<file path="config.mk">
export PLATFORM = sky130hd
export DESIGN_NAME = composite_interval_timer
export DESIGN_NICKNAME = d
export VERILOG_FILES = /design/src/core/cit_pkg.sv /design/src/core/cit_counter.sv /design/src/core/composite_interval_timer.sv
export SDC_FILE = /design/constraint.sdc
export NUM_CORES = 1
export LEC_CHECK = 0
export BUFFER_PORTS_ARGS = -buffer_cell sky130_fd_sc_hd__buf_2
export CAP_MARGIN = 25
export CORE_UTILIZATION = 43
export CTS_CLUSTER_DIAMETER = 40
export DETAILED_ROUTE_END_ITERATION = 8
export PLACE_DENSITY = 0.72
export SLEW_MARGIN = 20
export SYNTH_ARGS = -nofsm -noshare
export SYNTH_HDL_FRONTEND = slang
export SYNTH_SLANG_ARGS = --single-unit
export TNS_END_PERCENT = 50
</file>
<file path="constraint.sdc">
create_clock -name core_clk -period 6.97 [get_ports core_clk]
set_input_delay 1.0455 -clock core_clk [delete_from_list [all_inputs] [get_ports core_clk]]
set_output_delay 1.0455 -clock core_clk [all_outputs]
set_load 0.005 [all_outputs]
</file>
<file path="src/core/cit_pkg.sv">
// package: register map, field layout and types of the composite interval timer
package cit_pkg;

  // ************************************************************
  // register offsets (byte addresses, one word each)
  // ************************************************************
  localparam logic [7:0] OFS_U0_FUNC_LO = 8'h00;
  localparam logic [7:0] OFS_U0_FUNC_HI = 8'h04;
  localparam logic [7:0] OFS_U0_RUN_LO  = 8'h08;
  localparam logic [7:0] OFS_U0_RUN_HI  = 8'h0C;
  localparam logic [7:0] OFS_U0_OUTMODE = 8'h10;
  localparam logic [7:0] OFS_U0_DATA_LO = 8'h14;
  localparam logic [7:0] OFS_U0_DATA_HI = 8'h18;
  localparam logic [7:0] OFS_U1_FUNC_LO = 8'h20;
  localparam logic [7:0] OFS_U1_FUNC_HI = 8'h24;
  localparam logic [7:0] OFS_U1_RUN_LO  = 8'h28;
  localparam logic [7:0] OFS_U1_RUN_HI  = 8'h2C;
  localparam logic [7:0] OFS_U1_OUTMODE = 8'h30;
  localparam logic [7:0] OFS_U1_DATA_LO = 8'h34;
  localparam logic [7:0] OFS_U1_DATA_HI = 8'h38;
  localparam logic [7:0] OFS_IRQ_STATUS = 8'h40;
  localparam logic [7:0] OFS_IRQ_MASK   = 8'h44;
  localparam logic [7:0] OFS_UNIT_STRIDE = 8'h20;

  // ************************************************************
  // field positions
  // ************************************************************
  localparam int FUNC_GATE_BIT   = 7;
  localparam int RUN_REQ_BIT     = 7;
  localparam int RUN_PAUSE_BIT   = 6;
  localparam int RUN_IEN_BIT     = 5;
  localparam int RUN_MATCH_BIT   = 2;
  localparam int OUT_UPPER_BIT   = 7;
  localparam int OUT_LOWER_BIT   = 6;
  localparam int OUT_CASCADE_BIT = 4;

  localparam logic [3:0] FUNC_ONE_SHOT   = 4'h0;
  localparam logic [3:0] FUNC_CONTINUOUS = 4'h1;

  localparam logic [7:0] RESET_BYTE  = 8'h00;
  localparam logic [7:0] COUNT_START = 8'h00;
  localparam logic [3:0] NUM_HALVES  = 4'h4;

  // ************************************************************
  // request numbers and vector addresses per half (u0lo,u0hi,u1lo,u1hi)
  // ************************************************************
  localparam logic [7:0] IRQ_NUM_U0_LO = 8'h05;
  localparam logic [7:0] IRQ_NUM_U0_HI = 8'h06;
  localparam logic [7:0] IRQ_NUM_U1_LO = 8'h16;
  localparam logic [7:0] IRQ_NUM_U1_HI = 8'h0E;
  localparam logic [15:0] VEC_U0_LO = 16'hFFF0;
  localparam logic [15:0] VEC_U0_HI = 16'hFFEE;
  localparam logic [15:0] VEC_U1_LO = 16'hFFCE;
  localparam logic [15:0] VEC_U1_HI = 16'hFFDE;

  typedef enum logic [1:0] {
    ST_IDLE  = 2'b00,
    ST_ARMED = 2'b01,
    ST_COUNT = 2'b11
  } run_state_e;

  typedef struct packed {
    logic [3:0] reqLine;   // one request per half, IRQ05/06/22/14 order
    logic [3:0] reqMatch;  // raw match pulses
  } irq_bundle_s;

endpackage

</file>
<file path="src/core/cit_counter.sv">
// module: one 8-bit interval counter half with compare latch
`timescale 1ns/100ps
module cit_counter #(
  parameter int WIDTH = 8
) (
  input  wire logic             core_clk,   // system clock
  input  wire logic             reset,      // async reset, high
  input  wire logic             countTick,  // selected count clock edge
  input  wire logic             startReq,   // pulse: run request set
  input  wire logic             stopReq,    // pulse: run request cleared
  input  wire logic             continuous, // 1 continuous, 0 one-shot
  input  wire logic             carryIn,    // cascade enable of this half
  input  wire logic [WIDTH-1:0] compareData,// compare-data register
  output logic                  running,    // counter active
  output logic                  matchPulse, // one-cycle match
  output logic [WIDTH-1:0]      countValue  // counter value
);
  import cit_pkg::*;

  initial begin
    if (WIDTH < 1 || WIDTH > 16) $error("cit_counter width unsupported");
  end

  run_state_e            state;
  run_state_e            next_state;
  logic [WIDTH-1:0]      holdLatch;
  logic [WIDTH-1:0]      next_holdLatch;
  logic [WIDTH-1:0]      next_countValue;
  logic                  hit;

  assign running = (state != ST_IDLE);
  assign hit = (state == ST_COUNT) && countTick && carryIn &&
               (countValue == holdLatch);
  assign matchPulse = hit;

  always_comb begin
    next_state      = state;
    next_holdLatch  = holdLatch;
    next_countValue = countValue;
    unique case (state)
      ST_IDLE: begin
        if (startReq) begin
          next_state      = ST_ARMED;
          next_holdLatch  = compareData;
          next_countValue = WIDTH'(COUNT_START);
        end
      end
      ST_ARMED: begin
        // counting begins on the next selected count clock edge
        if (stopReq) next_state = ST_IDLE;
        else if (countTick) next_state = ST_COUNT;
      end
      ST_COUNT: begin
        if (stopReq) begin
          next_state = ST_IDLE;
        end else if (hit) begin
          next_countValue = WIDTH'(COUNT_START);
          if (continuous) next_holdLatch = compareData;
          else next_state = ST_IDLE;
        end else if (countTick && carryIn) begin
          next_countValue = countValue + WIDTH'(1);
        end
      end
      default: next_state = ST_IDLE;
    endcase
  end

  always_ff @(posedge core_clk or posedge reset) begin
    if (reset) begin
      state      <= ST_IDLE;
      holdLatch  <= '0;
      countValue <= '0;
    end else begin
      state      <= next_state;
      holdLatch  <= next_holdLatch;
      countValue <= next_countValue;
    end
  end

  // latch is untouched while counting unless continuous match reloads it
  latch_stable_a: assert property (@(posedge core_clk) disable iff (reset)
    (state == ST_COUNT && !hit) |=> $stable(holdLatch))
    else $error("compare latch changed mid interval");

  oneshot_halt_a: assert property (@(posedge core_clk) disable iff (reset)
    (hit && !continuous && !stopReq) |=> state == ST_IDLE)
    else $error("one-shot did not halt on match");

  cont_restart_a: assert property (@(posedge core_clk) disable iff (reset)
    (hit && continuous && !stopReq) |=>
      (countValue == '0 && state == ST_COUNT))
    else $error("continuous did not restart from zero");

endmodule // cit_counter

</file>
<file path="src/core/composite_interval_timer.sv">
// module: two-unit 8/16-bit composite interval timer with APB registers
`timescale 1ns/100ps
module composite_interval_timer #(
  parameter int NUM_UNITS = 2
) (
  input  wire logic        core_clk,  // 125 MHz system clock
  input  wire logic        reset,     // async reset, active high
  input  wire logic [7:0]  paddr,     // APB byte address
  input  wire logic        psel,      // APB select
  input  wire logic        penable,   // APB access phase
  input  wire logic        pwrite,    // APB direction
  input  wire logic [31:0] pwdata,    // APB write data
  input  wire logic [3:0]  pstrb,     // APB byte strobes
  output logic [31:0]      prdata,    // APB read data
  output logic             pready,    // APB ready
  output logic             pslverr,   // APB error on unmapped address
  input  wire logic [1:0]  countTickPin, // count clock per unit, async
  output logic [3:0]       timerOut,  // output levels u0lo,u0hi,u1lo,u1hi
  output cit_pkg::irq_bundle_s irqInfo, // per-half requests and matches
  output logic [15:0]      vectorAddr,  // vector of highest pending half
  output logic [7:0]       irqNumber,   // request number of that half
  output logic             irq          // combined masked interrupt
);
  import cit_pkg::*;

  initial begin
    if (NUM_UNITS < 1 || NUM_UNITS > 2) $error("NUM_UNITS must be 1 or 2");
  end

  // ************************************************************
  // register storage, per-half arrays indexed by h = unit*2 + upper, per-unit ones by unit
  // ************************************************************
  logic [7:0] funcReg   [4];
  logic [7:0] runReg    [4];
  logic [7:0] dataReg   [4];
  logic [7:0] outMode   [2];
  logic [7:0] wrBuf     [2];
  logic [7:0] rdBuf     [2];
  logic [3:0] irqStatus;
  logic [3:0] irqMask;
  logic [7:0] next_funcReg [4];
  logic [7:0] next_runReg  [4];
  logic [7:0] next_dataReg [4];
  logic [7:0] next_outMode [2];
  logic [7:0] next_wrBuf   [2];
  logic [7:0] next_rdBuf   [2];
  logic [3:0] next_irqStatus;
  logic [3:0] next_irqMask;
  logic [31:0] next_prdata;

  // ************************************************************
  // count clock synchroniser and edge detect
  // ************************************************************
  logic [1:0] tickMeta, tickSync, tickLast;
  logic [1:0] tickRise;
  always_ff @(posedge core_clk or posedge reset) begin
    if (reset) begin
      tickMeta <= 2'h0;
      tickSync <= 2'h0;
      tickLast <= 2'h0;
    end else begin
      tickMeta <= countTickPin;
      tickSync <= tickMeta;
      tickLast <= tickSync;
    end
  end
  assign tickRise = tickSync & ~tickLast;

  // ************************************************************
  // counters
  // ************************************************************
  logic [3:0] running, match, startReq, stopReq, cascaded;
  logic [7:0] countVal [4];
  logic [1:0] lowWrap;

  function automatic logic [1:0] unit_of(input logic [7:0] a);
    unit_of = (a >= OFS_UNIT_STRIDE && a < OFS_IRQ_STATUS) ? 2'h1 : 2'h0;
  endfunction

  function automatic logic is_oneshot(input logic [7:0] f);
    is_oneshot = (f[3:0] == FUNC_ONE_SHOT);
  endfunction

  for (genvar h = 0; h < 4; h++) begin : g_half
    localparam int U = h / 2;
    logic carry;
    // upper half of a cascaded pair advances on lower wrap only
    assign carry = (h % 2 == 1 && cascaded[h]) ? lowWrap[U] : 1'b1;
    if (U < NUM_UNITS) begin : g_on
      cit_counter #(.WIDTH(8)) u_cnt (
        .core_clk    (core_clk),
        .reset       (reset),
        .countTick   (tickRise[U]),
        .startReq    (startReq[h]),
        .stopReq     (stopReq[h]),
        .continuous  (funcReg[h][3:0] == FUNC_CONTINUOUS),
        .carryIn     (carry),
        .compareData (dataReg[h]),
        .running     (running[h]),
        .matchPulse  (match[h]),
        .countValue  (countVal[h])
      );
    end else begin : g_off
      assign running[h]  = 1'b0;
      assign match[h]    = 1'b0;
      assign countVal[h] = RESET_BYTE;
    end
  end
  for (genvar u = 0; u < 2; u++) begin : g_unit
    assign cascaded[2*u]   = outMode[u][OUT_CASCADE_BIT];
    assign cascaded[2*u+1] = outMode[u][OUT_CASCADE_BIT];
    assign lowWrap[u] = tickRise[u] && countVal[2*u] == 8'hFF;
  end

  // ************************************************************
  // APB decode and register next values
  // ************************************************************
  logic       wrEn, rdEn, rdSetup, mapped;
  logic [1:0] u;
  assign wrEn = psel && penable && pwrite && pstrb[0];
  assign rdEn = psel && penable && !pwrite;
  assign rdSetup = psel && !penable && !pwrite;
  assign u    = unit_of(paddr);
  assign pready = 1'b1;
  assign mapped = (paddr[1:0] == 2'h0) &&
                  ((paddr <= OFS_U0_DATA_HI) ||
                   (paddr >= OFS_U1_FUNC_LO && paddr <= OFS_U1_DATA_HI) ||
                   paddr == OFS_IRQ_STATUS || paddr == OFS_IRQ_MASK);
  assign pslverr = psel && penable && !mapped;

  always_comb begin
    logic [7:0] ofs;
    logic [1:0] hl, hh;
    logic [1:0] hr;
    ofs = paddr - ((u == 2'h1) ? OFS_UNIT_STRIDE : 8'h00);
    hl  = 2'(u * 2);
    hh  = 2'(u * 2 + 1);
    hr  = (ofs == OFS_U0_RUN_LO) ? hl : hh;
    next_funcReg   = funcReg;
    next_runReg    = runReg;
    next_dataReg   = dataReg;
    next_outMode   = outMode;
    next_wrBuf     = wrBuf;
    next_rdBuf     = rdBuf;
    next_irqMask   = irqMask;
    next_irqStatus = irqStatus;
    next_prdata    = 32'h0000_0000;
    startReq = 4'h0;
    stopReq  = 4'h0;
    if (wrEn && mapped) begin
      unique case (ofs)
        OFS_U0_FUNC_LO: next_funcReg[hl] = pwdata[7:0];
        OFS_U0_FUNC_HI: next_funcReg[hh] = pwdata[7:0];
        OFS_U0_RUN_LO, OFS_U0_RUN_HI: begin
          next_runReg[hr] = pwdata[7:0];
          // software may only clear the match flag, never set it
          next_runReg[hr][RUN_MATCH_BIT] =
            runReg[hr][RUN_MATCH_BIT] & pwdata[RUN_MATCH_BIT];
          next_runReg[hr][RUN_PAUSE_BIT] = 1'b0;
          if (pwdata[RUN_REQ_BIT] && !running[hr])
            startReq[hr] = 1'b1;
          if (!pwdata[RUN_REQ_BIT] && running[hr]) stopReq[hr] = 1'b1;
        end
        OFS_U0_OUTMODE: next_outMode[u[0]] = pwdata[7:0];
        OFS_U0_DATA_LO: begin
          next_dataReg[hl] = pwdata[7:0];
          if (cascaded[hl]) next_dataReg[hh] = wrBuf[u[0]];
        end
        OFS_U0_DATA_HI: begin
          if (cascaded[hh]) next_wrBuf[u[0]] = pwdata[7:0];
          else next_dataReg[hh] = pwdata[7:0];
        end
        OFS_IRQ_STATUS:
          if (u == 2'h0) next_irqStatus = irqStatus & ~pwdata[3:0];
        OFS_IRQ_MASK:
          if (u == 2'h0) next_irqMask = pwdata[3:0];
        default: ;
      endcase
    end
    // fetched in the setup phase so a flop holds it through the access
    // phase; a value changing in between is seen by the next read only
    if (rdSetup && mapped) begin
      unique case (ofs)
        OFS_U0_FUNC_LO: next_prdata[7:0] = funcReg[hl];
        OFS_U0_FUNC_HI: next_prdata[7:0] = funcReg[hh];
        OFS_U0_RUN_LO:  next_prdata[7:0] = runReg[hl];
        OFS_U0_RUN_HI:  next_prdata[7:0] = runReg[hh];
        OFS_U0_OUTMODE: next_prdata[7:0] = outMode[u[0]];
        OFS_U0_DATA_LO:
          next_prdata[7:0] = cascaded[hl] ? rdBuf[u[0]] : dataReg[hl];
        OFS_U0_DATA_HI: next_prdata[7:0] = dataReg[hh];
        OFS_IRQ_STATUS:
          if (u == 2'h0) next_prdata[3:0] = irqStatus;
        OFS_IRQ_MASK:
          if (u == 2'h0) next_prdata[3:0] = irqMask;
        default: ;
      endcase
    end
    // the snapshot itself waits for the completing access edge
    if (rdEn && mapped && ofs == OFS_U0_DATA_HI && cascaded[hh])
      next_rdBuf[u[0]] = dataReg[hl];
    // hardware events: set wins over any clear in the same cycle
    for (int h = 0; h < 4; h++) begin
      if (match[h]) begin
        next_runReg[h][RUN_MATCH_BIT] = 1'b1;
        if (is_oneshot(funcReg[h]))
          next_runReg[h][RUN_REQ_BIT] = 1'b0;
        next_irqStatus[h] = 1'b1;
      end else if (!running[h] && !startReq[h]) begin
        next_runReg[h][RUN_REQ_BIT] = 1'b0;
      end
    end
    // output level bits toggle on match and hold on stop
    for (int v = 0; v < 2; v++) begin
      if (match[2*v])   next_outMode[v][OUT_LOWER_BIT] =
                          ~outMode[v][OUT_LOWER_BIT];
      if (match[2*v+1]) next_outMode[v][OUT_UPPER_BIT] =
                          ~outMode[v][OUT_UPPER_BIT];
    end
  end

  always_ff @(posedge core_clk or posedge reset) begin
    if (reset) begin
      for (int h = 0; h < 4; h++) begin
        funcReg[h] <= RESET_BYTE;
        runReg[h]  <= RESET_BYTE;
        dataReg[h] <= RESET_BYTE;
      end
      for (int v = 0; v < 2; v++) begin
        outMode[v] <= RESET_BYTE;
        wrBuf[v]   <= RESET_BYTE;
        rdBuf[v]   <= RESET_BYTE;
      end
      irqStatus <= 4'h0;
      irqMask   <= 4'h0;
      prdata    <= 32'h0000_0000;
    end else begin
      funcReg   <= next_funcReg;
      runReg    <= next_runReg;
      dataReg   <= next_dataReg;
      outMode   <= next_outMode;
      wrBuf     <= next_wrBuf;
      rdBuf     <= next_rdBuf;
      irqStatus <= next_irqStatus;
      irqMask   <= next_irqMask;
      prdata    <= next_prdata;
    end
  end

  // ************************************************************
  // interrupt requests
  // ************************************************************
  logic [3:0] reqLine;
  for (genvar h = 0; h < 4; h++) begin : g_req
    assign reqLine[h] = runReg[h][RUN_MATCH_BIT] &&
                        runReg[h][RUN_IEN_BIT] &&
                        funcReg[h][FUNC_GATE_BIT] &&
                        !(h % 2 == 1 && cascaded[h]) &&
                        (h / 2 < NUM_UNITS);
  end
  assign irqInfo.reqLine  = reqLine;
  assign irqInfo.reqMatch = match;
  assign irq = |(irqStatus & irqMask & {~cascaded[3], 1'b1,
                                        ~cascaded[1], 1'b1});
  for (genvar v = 0; v < 2; v++) begin : g_out
    assign timerOut[2*v]   = outMode[v][OUT_LOWER_BIT];
    assign timerOut[2*v+1] = outMode[v][OUT_UPPER_BIT];
  end

  always_comb begin
    vectorAddr = 16'h0000;
    irqNumber  = 8'h00;
    if (reqLine[0]) begin
      vectorAddr = VEC_U0_LO;
      irqNumber  = IRQ_NUM_U0_LO;
    end else if (reqLine[1]) begin
      vectorAddr = VEC_U0_HI;
      irqNumber  = IRQ_NUM_U0_HI;
    end else if (reqLine[3]) begin
      vectorAddr = VEC_U1_HI;
      irqNumber  = IRQ_NUM_U1_HI;
    end else if (reqLine[2]) begin
      vectorAddr = VEC_U1_LO;
      irqNumber  = IRQ_NUM_U1_LO;
    end
  end

  // ************************************************************
  // assertions
  // ************************************************************
  match_flag_a: assert property (@(posedge core_clk) disable iff (reset)
    match[0] |=> runReg[0][RUN_MATCH_BIT])
    else $error("match flag not set");
  toggle_out_a: assert property (@(posedge core_clk) disable iff (reset)
    match[0] |=> timerOut[0] != $past(timerOut[0]))
    else $error("output did not toggle on match");
  hold_out_a: assert property (@(posedge core_clk) disable iff (reset)
    (!match[0] && !(wrEn && mapped && paddr == OFS_U0_OUTMODE)) |=>
      timerOut[0] == $past(timerOut[0]))
    else $error("output changed without match");
  req_gate_a: assert property (@(posedge core_clk) disable iff (reset)
    reqLine[0] |-> (runReg[0][RUN_IEN_BIT] && funcReg[0][FUNC_GATE_BIT]))
    else $error("request without enables");
  cascade_quiet_a: assert property (@(posedge core_clk) disable iff (reset)
    cascaded[1] |-> !reqLine[1])
    else $error("upper half requested in cascade");
  vector_map_a: assert property (@(posedge core_clk) disable iff (reset)
    reqLine[0] |-> (vectorAddr == VEC_U0_LO && irqNumber == IRQ_NUM_U0_LO))
    else $error("wrong vector for unit0 lower");
  wr_commit_a: assert property (@(posedge core_clk) disable iff (reset)
    (wrEn && paddr == OFS_U0_DATA_LO && cascaded[0]) |=>
      dataReg[1] == $past(wrBuf[0]))
    else $error("upper byte not committed");
  start_zero_a: assert property (@(posedge core_clk) disable iff (reset)
    startReq[0] |=> countVal[0] == 8'h00 ##1 running[0])
    else $error("start did not clear counter");

  start_c:   cover property (@(posedge core_clk) startReq[0]);
  oneshot_c: cover property (@(posedge core_clk)
    match[0] && is_oneshot(funcReg[0]));
  cont_c:    cover property (@(posedge core_clk)
    match[2] ##[1:600] match[2]);
  irq_c:     cover property (@(posedge core_clk) irq);

endmodule // composite_interval_timer

</file>
After elaboration in Yosys (flattened, before gate mapping):

Index checks and enable logic that the tools add are counted.

* muxes and demuxes: 186
* equality and inequality tests: 62
* reduce and logical (&&, ||, !) cells: 141
* add/sub/neg operators: 6
* bitwise gates (word level): 19
* magnitude comparators: 16

Operators with widths (number)
* $mux W8: 59
* $bwmux W32: 7
* $mux W32: 4
* $pmux W32 S2: 2
* $pmux W8 S2: 8
* $bmux W8 S2: 7
* $mux W16: 6
* $demux W8 S2: 5
* $reduce_bool A2 Y1: 30
* $logic_and A1 B1 Y1: 50
* $bwmux W16: 3
* $mux W2: 23
* $mux W4: 11
* $pmux W4 S9: 1
* $add A8 B1 Y8 const B: 4
* $and A32 B32 Y32: 1
* $eq A8 B7 Y1 const B: 4
* $eq A8 B8 Y1: 4
* $mux W1: 32
* $not A32 Y32: 1
* $reduce_and A4 Y1: 8
* $pmux W4 S7: 1
* $eq A8 B5 Y1 const B: 3
* $ne A3 B2 Y1 const B: 8
* 48 further kinds: 148

* register bits: 238
* bits of input ports: 51

Logic depth before layout (Yosys ltp):

Gate-level depths: netlist of run 1.

* depth in word-level cells: 20
* gate-level depth with buffers: 17

By module:

Synthesis of run 1 repeated with hierarchy kept, for this count alone.

* cell total of the unflattened synthesis: 1164
* area, all modules: 12569.6 µm²

Modules (own cells, without submodules)
* composite_interval_timer: area an instance 8710.9 µm², sequential area each 4154.0 µm², times used 1, cells each 820
* cit_counter: area an instance 964.7 µm², sequential area each 450.4 µm², times used 4, cells each 86

Least setup slack after synthesis of run 1:

Ideal clock, no wire load.

* path kind: input to register
* start point: input paddr[6]
* end point: register g_half[2].g_on.u_cnt.holdLatch[0]
* stages: 13
* setup slack: 2318 ps
* required time: 6845 ps
* path buffers: 3
* data arrival time: 4527 ps
* path through: or3b_1 buf_2 clkinv_2 clkbuf_1 clkbuf_1 ha_1 ha_1 xnor2_1 nand2_1 nor4_1 a31oi_1 o211ai_2 mux2_2

* word-level cells in the longest chain between the ends: 17

Ends and longest elaborated chain
* start: declaration: line composite_interval_timer.sv:8 `input wire logic [7:0] paddr,`
* $ge A8 B6 Y1 or $lt A8 B7 Y1 (tied branches): line composite_interval_timer.sv:77, composite_interval_timer.sv:127
* $logic_and A1 B1 Y1: line composite_interval_timer.sv:77 `unit_of = (a >= OFS_UNIT_STRIDE && a < OFS_IRQ_STATUS) ? 2'h1 : 2'h0;`
* $mux W1: line composite_interval_timer.sv:77
* $eq A1 B1 Y1: line composite_interval_timer.sv:135 `ofs = paddr - ((u == 2'h1) ? OFS_UNIT_STRIDE : 8'h00);`
* $mux W6: line composite_interval_timer.sv:135
* $sub A8 B6 Y8: line composite_interval_timer.sv:135
* $eq A8 B4 Y1: line composite_interval_timer.sv:138, composite_interval_timer.sv:151
* $mux W2: line composite_interval_timer.sv:138 `hr = (ofs == OFS_U0_RUN_LO) ? hl : hh;`
* $lt A2 B3 Y1 (implied by the code), or another cell as far along: line composite_interval_timer.sv:161, composite_interval_timer.sv:162
* $logic_and A1 B1 Y1 (implied by the code) or $mux W1 (tied branches): line composite_interval_timer.sv:161, composite_interval_timer.sv:162, composite_interval_timer.sv:160
* $mux W1 (implied by the code) or $logic_not A1 Y1 (tied branches): line composite_interval_timer.sv:161, composite_interval_timer.sv:162, composite_interval_timer.sv:160
* $demux W1 S2 or $logic_and A1 B1 Y1 (tied branches): line composite_interval_timer.sv:161, composite_interval_timer.sv:162, composite_interval_timer.sv:160
* $mux W4 (on tied branches): line composite_interval_timer.sv:162, composite_interval_timer.sv:160
* $mux W4: line composite_interval_timer.sv:151 `unique case (ofs)`
* $mux W4: line composite_interval_timer.sv:150 `if (wrEn && mapped) begin`
* $ne A2 B2 Y1 (no source line)
* $reduce_and A5 Y1 (no source line) (*)
* end signal: assignment: line cit_counter.sv:75 `holdLatch <= next_holdLatch;`
* end: declaration: line cit_counter.sv:26 `logic [WIDTH-1:0] holdLatch;`

Mark *: on every way between the ends. The rest lies on a longest branch, timed or not. The select of a mux whose other input is x is not followed.
A chain may end at the register's enable or synchronous reset.

Final worst setup path of run 1:

* start point: input paddr[7]
* end point: register g_half[0].g_on.u_cnt.countValue[5]

* word-level cells in the longest chain between the ends: 17

Ends and longest elaborated chain
* $ge A8 B6 Y1 or $lt A8 B7 Y1 (tied branches): line composite_interval_timer.sv:77, composite_interval_timer.sv:127
* $logic_and A1 B1 Y1: line composite_interval_timer.sv:77
* $mux W1: line composite_interval_timer.sv:77
* $eq A1 B1 Y1: line composite_interval_timer.sv:135
* $mux W6: line composite_interval_timer.sv:135
* $sub A8 B6 Y8: line composite_interval_timer.sv:135
* $eq A8 B4 Y1: line composite_interval_timer.sv:138, composite_interval_timer.sv:151
* $mux W2: line composite_interval_timer.sv:138
* $lt A2 B3 Y1 (implied by the code), or another cell as far along: line composite_interval_timer.sv:161, composite_interval_timer.sv:162
* $logic_and A1 B1 Y1 (implied by the code) or $mux W1 (tied branches): line composite_interval_timer.sv:161, composite_interval_timer.sv:162, composite_interval_timer.sv:160
* $mux W1 (implied by the code) or $logic_not A1 Y1 (tied branches): line composite_interval_timer.sv:161, composite_interval_timer.sv:162, composite_interval_timer.sv:160
* $demux W1 S2 or $logic_and A1 B1 Y1 (tied branches): line composite_interval_timer.sv:161, composite_interval_timer.sv:162, composite_interval_timer.sv:160
* $mux W4 (on tied branches): line composite_interval_timer.sv:162, composite_interval_timer.sv:160
* $mux W4: line composite_interval_timer.sv:151
* $mux W4: line composite_interval_timer.sv:150
* $ne A2 B2 Y1 (no source line)
* $reduce_and A4 Y1 (no source line) (*)
* end signal: assignment: line cit_counter.sv:76 `countValue <= next_countValue;`
* end: declaration: line cit_counter.sv:16 `output logic [WIDTH-1:0] countValue`

Marked as above.

==> results of run 1 <==
## routing by layer
layer  routed length, um  vias up
met5                   0        -
met4                1713        0
met3                2472      113
met2               16380      457
met1               14640     4855
li1                    -     4465
## worst max-delay path: stages
cell      delay (ns)
buf_2           0.14
or3b_2          0.48
clkinv_2        0.07
ha_1            0.13
ha_1            0.27
and3b_1         0.23
nand2_1         0.06
buf_4           0.21
nor4_2          0.68
buf_4           0.28
nand2_1         0.10
a2bb2o_1        0.46
or2_2           0.40
o41ai_1         0.35
## synthesized netlist by cell type, drive strengths merged (14+ instances only)
library cell and n:
a211oi 15, clkbuf 33, inv 25, mux2 129, a21oi 44, nor3 23, nor4 19, xnor2 14
mux2i 31, nand2 181, ha 15, nor2 65, xor2 18, nor2b 18, dfrtp 238, and3 17
o21ai 60, o31ai 17, buf 72, a22oi 16, a31oi 17, nand3 38
## through the flow
step                      power, mW  cell area (um^2)
final                         4.014             14420
after global routing          4.168             14420
after CTS                     4.031             14380
after detailed placement      2.110             13100
after global placement        2.087             13100
after floorplan               1.949             12720
## flip-flops by register name, indices dropped and copies added, names as in the netlist
name	cells
tickMeta	2
dataReg	32
tickSync	2
g_half.g_on.u_cnt.holdLatch	32
prdata	8
funcReg	32
rdBuf	16
runReg	32
outMode	10
g_half.g_on.u_cnt.countValue	32
irqStatus	4
cascaded	2
tickLast	2
wrBuf	16
irqMask	4
timerOut	4
g_half.g_on.u_cnt.state	8
## final cells by class
| type | count | area share (%) |
|---|---|---|
| clock buffer | 47 | 7.030 |
| multi-input combinational | 895 | 42.03 |
| inverter | 26 | 0.7117 |
| clock inverter | 18 | 1.901 |
| timing repair buffer | 90 | 3.680 |
| sequential | 238 | 41.31 |
| tap | 384 | 3.333 |
## how the worst max path moves through the flow
stage / start / end / slack, ns / depth (start not counted)
4_1_cts: paddr[6] / g_half[0].g_on.u_cnt.countValue[5] / 2.57 / 14
3_3_place_gp: paddr[6] / g_half[0].g_on.u_cnt.countValue[6] / 2.09 / 14
2_1_floorplan: paddr[6] / g_half[2].g_on.u_cnt.holdLatch[0] / 2.32 / 13
3_5_place_dp: paddr[6] / g_half[0].g_on.u_cnt.countValue[5] / 2.05 / 14
5_1_grt: paddr[6] / g_half[0].g_on.u_cnt.countValue[5] / 2.22 / 14
6_report: paddr[7] / g_half[0].g_on.u_cnt.countValue[5] / 2.48 / 14
## cell usage in the layout, fill, tap and decap left out, types with 19 or more instances in the layout
master	count
a21oi_1	43
buf_2	65
buf_4	23
clkbuf_16	37
conb_1	29
dfrtp_1	238
inv_1	24
mux2_2	121
mux2i_1	31
nand2_1	180
nand3_1	38
nor2_1	64
nor3_1	19
o21ai_0	57
## report_power, final
group	total, mW	internal, mW	switching, mW
sequential	1.49	1.43	0.0564
clock	1.91	1.25	0.659
combinational	0.613	0.218	0.396
## cells by family (layout without fill, tap and decap cells)
| logic type | count (synthesis) | count (layout) | synth area share (%) |
|---|---|---|---|
| compound gates | 235 | 235 | 12.48 |
| xor+xnor | 32 | 32 | 2.222 |
| fa+ha+maj | 15 | 15 | 1.488 |
| buf+inv | 131 | 181 | 5.566 |
| flops | 238 | 238 | 47.23 |
| mux | 164 | 164 | 14.69 |
| other cells | 2 | 29 | 0.05955 |
| simple gates | 420 | 420 | 16.26 |
==> flow_summary.toml, run 1 <==
[timing]
worst_slack_ns = 2.484
period_share_pct = 64.36
slew_headroom_pct = 31.77
period_minus_slack_ns = 4.486
fmax_mhz = 222.9
setup_tns_ns = 0
hold_slack_ns = 0.3526
skew_ns = 0.01525
hold_viol_final = 0
maxSlewViolCount = 0
worst_slew_pin_slew_ns = 1.018
finalSetupViolCount = 0
rsz0062_at_grt = "no"

[pwr]
leakage_nw = 6.791
power.density_mw_per_mm2 = 278.4
peakVddDrop_mv = 0.2020

[grt]
grt_use_met1_pct = 30.90
met3_usage_pct = 4.496
grtUsageMet2_pct = 38.05
grt_usage_pct = 23.79
gr-total-overflow = 0
antenna_found_initial = 0
grt-busiest-layer = "met2"
grt_pass1_vias = 9724
grt_max_degree = 77
grt_pass1_wl_mm = 55.60

[critical_path]
crit_path_end_kind = "flip-flop"
reg2reg_slack_ns = 3.78
critPathArrivalTime_ns = 4.89
path_class = "primary input to flip-flop"
cp_data_required_time_ns = 7.37
worstRegToRegCells = 7
r2r_start = "g_half[0].g_on.u_cnt.state[0]"
reg2reg_to = "g_half[3].g_on.u_cnt.holdLatch[1]"
cp_max_fo = 15
startpoint_type = "primary input"

[routing]
ant_nets = 0
wl_per_cell_um = 20.73
routed_wl_mm = 35.21
drc = 0
drtIter0Drc = 985
vias = 9890
viasPerCell = 5.824
dr.pass1.iters = 6

[place]
dp_hpwl_mm = 24.46
dp_cells = 1631
routabilityCongestion = 0.9750
portBuffers = 65
pre_cts_ws_ns = 2.052

[clock_tree]
cts_tree = "yes"
clk_pin_slew_worst_paths_ns = 0.05
cts_made_buffers = 36
cts_hold_buf = 0
htreeDepth = 2
cts_max_path_buffers = 3
post_cts_buffers = 0
cts_resized = 0
root_buffer = "clkbuf_16"
clkSinkCount = 238
clock_latency_ns = 0.52

[floorplanning]
die_h_um = 173.3
dieArea_mm2 = 0.03002
start_util_pct = 43.82
die_x_um = 173.3
rows = 62
core_area_mm2 = 0.02878
pin_count = 122

[synth]
synth_cell_types = 83
synth_warnings = 0
yosysTopAreaCell = "dfrtp_1"
synth_edf_count = 0
ys.flop_type = "dfrtp_1"
netlist_instances = 1237
yosys.area.top_type_share_pct = 47.23
ys_seq_area_share_pct = 47.23
ys_ff_latch = 238
ys_top_cells_by_area = "dfrtp_1 47%, mux2_2 11%, nand2_1 5.4%, buf_4 3.1%, mux2i_1 2.5%"
avgSynthCellArea_um2 = 10.19
synth_area_mm2 = 0.01261
async_reset_ff_share_pct = 100.0

[job]
max-cap-violations = 0

[cells_and_area]
fillers = 2550
ff_latch_area_mm2 = 0.005956
finalCoreUtilization_pct = 50.09
area_delta_synth_final_pct = 14.32
multi_input_area_mm2 = 0.006060
n_antenna_cell = 0
final_nets = 1353
final_cells = 1698
drive_above_1_share_pct = 22.98

[hold_path]
hold_path_depth = 0
hold-path-endpoint = "tickSync[1]"
min_path_type = "flip-flop to flip-flop"
hold_start = "tickMeta[1]"

[status]
status = "complete, no violations"
Note: power is estimated with default switching activity, not from simulation.
==> run 2, diff against run 1 <==
- ABC_AREA: default -> 1
- PLACE_DENSITY: 0.72 -> 0.7
- clock period: 6.97 -> 4.6 ns (I/O delays scaled with it)
==> run 2 against run 1 <==
  * Setup slack got worse by 1.3 ns
  * Combinational power increased by 130%
  * Synthesized cell count grew 41%
  * Largest power group unchanged
  * Routed wire length increased by 5.2%
  * Power grew 71%
  * Via count rose by 19%
  * Highest routed layer unchanged
==> flow_summary.toml, run 2 <==
[status]
status = "complete, no violations"

[pwr]
pwr-share-seq_pct = 34.1
pwr-share-clk_pct = 45.1
switching_share_pct = 33.78
combPwrFrac_pct = 20.8
leakage_nw = 7.428
power.switching_mw = 2.316
power.density_mw_per_mm2 = 447.5
peakVddDrop_mv = 0.2695
fin_total_pwr_mw = 6.857
intPower_mw = 4.541

[hold_path]
min_path_type = "primary input to flip-flop"
hold_path_depth = 1

[clock_tree]
htreeDepth = 2
clk_pin_slew_worst_paths_ns = 0.05
cts_hold_buf = 0
post_cts_buffers = 0
clkSinkCount = 238
root_buffer = "clkbuf_16"
cts_made_buffers = 42
cts_tree = "yes"
cts_max_path_buffers = 3
clock_latency_ns = 0.54
cts_resized = 0

[synth]
synthAdderAreaFrac_pct = 1.376
avgSynthCellArea_um2 = 7.836
post-synth-top-count-cell = "nand2_1"
muxShareOfSynthArea_pct = 0.7337
synth_xor_area_share_pct = 2.183
ys_top_cells_by_area = "dfrtp_1 44%, nand2_1 14%, o21ai_0 4.8%, inv_1 4.1%, nand3_1 3.3%"
yosys.area.top_type_share_pct = 43.65
ys_ff_latch = 238
yosysTopAreaCell = "dfrtp_1"
synth_area_mm2 = 0.01364
ys.flop_type = "dfrtp_1"
synth_top_family_by_area = "simple AND/OR/NAND/NOR gates"
synth-simple-area-share_pct = 29.88
async_reset_ff_share_pct = 100.0
synth-compound-area-share_pct = 12.36
synth_warnings = 0
ys_seq_area_share_pct = 43.65
synth_edf_count = 0
synth_cell_types = 57
synthTopCellsByCount = "527 x nand2_1, 238 x dfrtp_1, 150 x inv_1, 131 x o21ai_0, 102 x nor2_1"
netlist_instances = 1741

[routing]
viasPerCell = 5.355
vias = 11771
drtIter0Drc = 1126
drc = 0
ant_nets = 0
routed_wl_mm = 37.04
wl_per_cell_um = 16.85
dr.pass1.iters = 6

[floorplanning]
dieArea_mm2 = 0.03245
die_x_um = 180.1
pin_count = 122
core_area_mm2 = 0.03091
die_h_um = 180.1
rows = 64
start_util_pct = 44.14

[timing]
skew_ns = 0.02573
setup_tns_ns = 0
hold_viol_final = 0
period_share_pct = 75.24
finalSetupViolCount = 0
hold_slack_ns = 0.2629
rsz0062_at_grt = "no"
worst_slew_pin_slew_ns = 0.9143
period_minus_slack_ns = 3.461
slew_headroom_pct = 38.98
maxSlewViolCount = 0
fmax_mhz = 288.9
worst_slack_ns = 1.139

[grt]
grt_max_degree = 127
gr-total-overflow = 0
grt_pass1_wl_mm = 59.33
grt_usage_pct = 23.10
antenna_found_initial = 0
grt_pass1_vias = 10943

[place]
dp_cells = 2121
portBuffers = 65
dp_hpwl_mm = 25.83
pre_cts_ws_ns = 0.8357
routabilityCongestion = 0.9351
placed_area_mm2 = 0.01392

[cells_and_area]
final_nets = 1835
area_delta_synth_final_pct = 12.30
finalCoreUtilization_pct = 49.57
drive_above_1_share_pct = 15.59
layout_commonest_cell = "nand2_1"
final_cell_mix = "527 x nand2_1, 238 x dfrtp_1, 148 x inv_1"
final_cell_area_mm2 = 0.01532
n_antenna_cell = 0
final_cells = 2198

[critical_path]
critPathMostFrequentCell = "nand2_1"
cp_data_required_time_ns = 3.91
startpoint_type = "flip-flop"
cp.buffers_inverters = 3
critPathArrivalTime_ns = 2.77
max_stage_delay_ns = 0.45
crit_family = "simple AND/OR/NAND/NOR gates"
path_cells = "ha_1 > nand2_1 > inv_1 > nand4_1 > nor2_1 > nand2_1 > a21oi_1 > nand2_1 > inv_1 > buf_2"
cp_max_fo = 13
path_class = "flip-flop to output port"
critPathSlowestCell = "dfrtp_1"
cp.depth = 10
crit_path_end_kind = "output port"
worstRegToRegCells = 12

[job]
max-cap-violations = 0
[run 2: worst reg2reg max path, delay by kind of cell, from the launching register on]
family          cells  cell delay [ns]
simple gates        7             1.25
fa+ha+maj           1             0.20
buf+inv             1             0.11
flops               1             0.45
compound gates      3             0.52
[run 2: final cells by class]
| cell class | instances | area [um^2] |
|---|---|---|
| flip-flops and latches | 238 | 5956 |
| inverters | 162 | 611.8 |
| multi-input cells | 1254 | 6457 |
| repair buffers | 71 | 395.4 |
| well taps | 396 | 495.5 |
| clock inverters | 26 | 279.0 |
| fillers | 2942 | 15590 |
| clock buffers | 51 | 1126 |
[run 2: final timing paths]
path	startpoint	to	slack [ns]
worst max-delay path	g_half[0].g_on.u_cnt.countValue[0]	irqInfo[1]	1.14
worst min-delay path	countTickPin[1]	tickMeta[1]	0.26
worst max register to register	g_half[0].g_on.u_cnt.countValue[0]	g_half[1].g_on.u_cnt.holdLatch[4]	1.96
worst min register to register	tickMeta[0]	tickSync[0]	0.35
max in group asynchronous	reset	dataReg[18]	3.63
min in group asynchronous	reset	g_half[0].g_on.u_cnt.countValue[4]	0.30
[run 2: cells by family (layout without fill, tap and decap cells)]
family	Yosys count	count (layout)
AOI/OAI and AO/OA	288	288
xor gates and xnor gates	34	34
adders and majority gates	15	15
buffers and inverters	276	310
DFF	238	238
muxes	9	9
other	2	29
and+or+nand+nor	879	879
[run 2: power by group through the flow]
stage / clock network, mW / logic [mW] / registers [mW]
2_1_floorplan: 0 / 1.25 / 2.34
3_3_place_gp: 0 / 1.39 / 2.37
3_5_place_dp: 0 / 1.42 / 2.37
4_1_cts: 3.14 / 1.43 / 2.34
5_1_grt: 3.23 / 1.60 / 2.35
6_report: 3.09 / 1.43 / 2.34
[run 2: metal layers]
layer  routed length [um]  up-vias  global-route usage [%]
li1                     -     5659                       -
met1                16130     5532                   31.18
met2                16380      482                   35.98
met3                 2967       98                   4.891
met4                 1568        0                   9.778
met5                    0        -                       0
==> run 3, diff against run 2 <==
- clock period: 4.6 -> 3.5 ns (I/O delays scaled with it)
==> run 3 against run 2 <==
  * Die area unchanged
  * Final cell count up 0.18%
  * Clock power grew 23%
  * Combinational power rose by 33%
  * Critical path type unchanged
  * Via count grew 0.46%
  * Critical endpoint unchanged
  * Routed wire length up 0.28%
  * Worst hold slack got worse by 0.15 ns
  * Sequential power increased by 31%
  * Flip-flop and latch count unchanged
  * Largest power group unchanged
==> flow_summary.toml, run 3 (synthesized netlist as in run 2, its figures left out) <==
[status]
status = "complete, no violations"

[routing]
viasPerCell = 5.370
routed_wl_mm = 37.15
dr.pass1.iters = 6
met1Wirelength_mm = 16.07
wl_per_cell_um = 16.87
dr_wl_met2_mm = 16.54
drc = 0
top_layer_used = "met4"
wl_met3_mm = 3.081
ant_nets = 0
vias = 11825
drtIter0Drc = 1024

[timing]
fmax_mhz = 306.9
worst_slack_ns = 0.2419
maxSlewViolCount = 0
hold_viol_final = 0
worst_slew_pin_slew_ns = 0.9281
finalSetupViolCount = 0
period_minus_slack_ns = 3.258
setup_tns_ns = 0
skew_ns = 0.01904
slew_headroom_pct = 38.00
period_share_pct = 93.09
rsz0062_at_grt = "no"

[place]
routabilityCongestion = 0.9437
dp_hpwl_mm = 26.35
pre_cts_ws_ns = 0.1169
portBuffers = 65
dp_cells = 2134

[hold_path]
min_path_type = "primary input to flip-flop"
hold_start = "countTickPin[0]"

[pwr]
power.density_mw_per_mm2 = 572.7
fin_total_pwr_mw = 8.788
leakage_nw = 7.458
peakVddDrop_mv = 0.3325

[critical_path]
startpoint_type = "flip-flop"
r2r_start = "g_half[0].g_on.u_cnt.countValue[0]"
cp.buffers_inverters = 3
critPathArrivalTime_ns = 2.73
path_cells = "ha_1 > nand2_1 > inv_1 > nand4_1 > nor2_1 > nand2_1 > a21oi_1 > nand2_1 > inv_1 > buf_2"
startpoint = "g_half[0].g_on.u_cnt.countValue[0]"
critPathMostFrequentCell = "nand2_1"
cp_max_fo = 13
cp_data_required_time_ns = 2.97
crit_path_end_kind = "output port"
crit_family = "simple AND/OR/NAND/NOR gates"
max_stage_delay_ns = 0.45
path_class = "flip-flop to output port"
critPathSlowestCell = "dfrtp_1"

[grt]
antenna_found_initial = 0
grt_pass1_vias = 11025
gr-total-overflow = 0
grt_usage_pct = 22.96
grt_pass1_wl_mm = 59.33
grt_max_degree = 86

[floorplanning]
die_h_um = 180.1
die_x_um = 180.1
pin_count = 122
dieArea_mm2 = 0.03245
rows = 64
core_area_mm2 = 0.03091
start_util_pct = 44.14

[job]
max-cap-violations = 0

[clock_tree]
cts_made_buffers = 40
clkSinkCount = 238
cts_resized = 0
cts_hold_buf = 0
htreeDepth = 2
root_buffer = "clkbuf_16"
clock_latency_ns = 0.53
cts_tree = "yes"
cts_max_path_buffers = 3
clk_pin_slew_worst_paths_ns = 0.05
post_cts_buffers = 0

[cells_and_area]
drive_above_1_share_pct = 15.95
finalCoreUtilization_pct = 49.64
final_cell_mix = "527 x nand2_1, 238 x dfrtp_1, 148 x inv_1"
area_delta_synth_final_pct = 12.46
final_cells = 2202
n_antenna_cell = 0
final_nets = 1846
layout_commonest_cell = "nand2_1"
[run 3: cell count changes in the layout (fill, tap and decap cells not counted), moves of 3 or more]
cell,change
buf_4,+11
clkbuf_1,-3
inv_6,+3
clkinv_4,-4
inv_8,-3
[run 3: final cells by class]
| class | count | area, um^2 |
|---|---|---|
| Clock buffer | 48 | 1092 |
| Clock inverter | 20 | 212.7 |
| Fill cell | 2920 | 15570 |
| Inverter | 162 | 611.8 |
| Multi-Input combinational cell | 1254 | 6457 |
| Sequential cell | 238 | 5956 |
| Tap cell | 396 | 495.5 |
| Timing Repair Buffer | 84 | 518.0 |
[run 3: final timing paths]
kind	endpoint	slack (ns)	cells after the start
max	irqInfo[1]	0.24	10
min in group asynchronous	g_half[0].g_on.u_cnt.countValue[2]	0.19	2
max reg2reg	g_half[1].g_on.u_cnt.holdLatch[6]	0.88	12
max in group asynchronous	g_half[1].g_on.u_cnt.holdLatch[6]	2.39	3
min	tickMeta[0]	0.12	1
min reg2reg	tickSync[1]	0.35	0
[run 3: worst register-to-register path, delay by kind of cell, from the launching register on]
family | cells | cell delay (ns)
and+or+nand+nor | 7 | 1.20
AOI/OAI and AO/OA | 3 | 0.50
DFF | 1 | 0.45
adders and majority gates | 1 | 0.20
buffers and inverters | 1 | 0.12
[run 3: layer usage]
metal / vias up / GRT usage [%]
met5: - / 0
met4: 0 / 9.470
met3: 81 / 4.507
met2: 466 / 35.44
met1: 5613 / 31.58
li1: 5665 / -
[run 3: where the power goes]
group          leakage, nW  internal (mW)  switching, mW
combinational         3.67          0.563           1.34
sequential            3.15           2.92          0.159
clock                0.632           2.40           1.42
[run 3: metrics by stage]
stage,hold WS [ns],area (um^2)
after floorplan,0.3312,13750
after global placement,0.3340,14040
after detailed placement,0.3371,14040
after CTS,0.1018,15340
after global routing,0.1092,15340
final,0.1167,15340
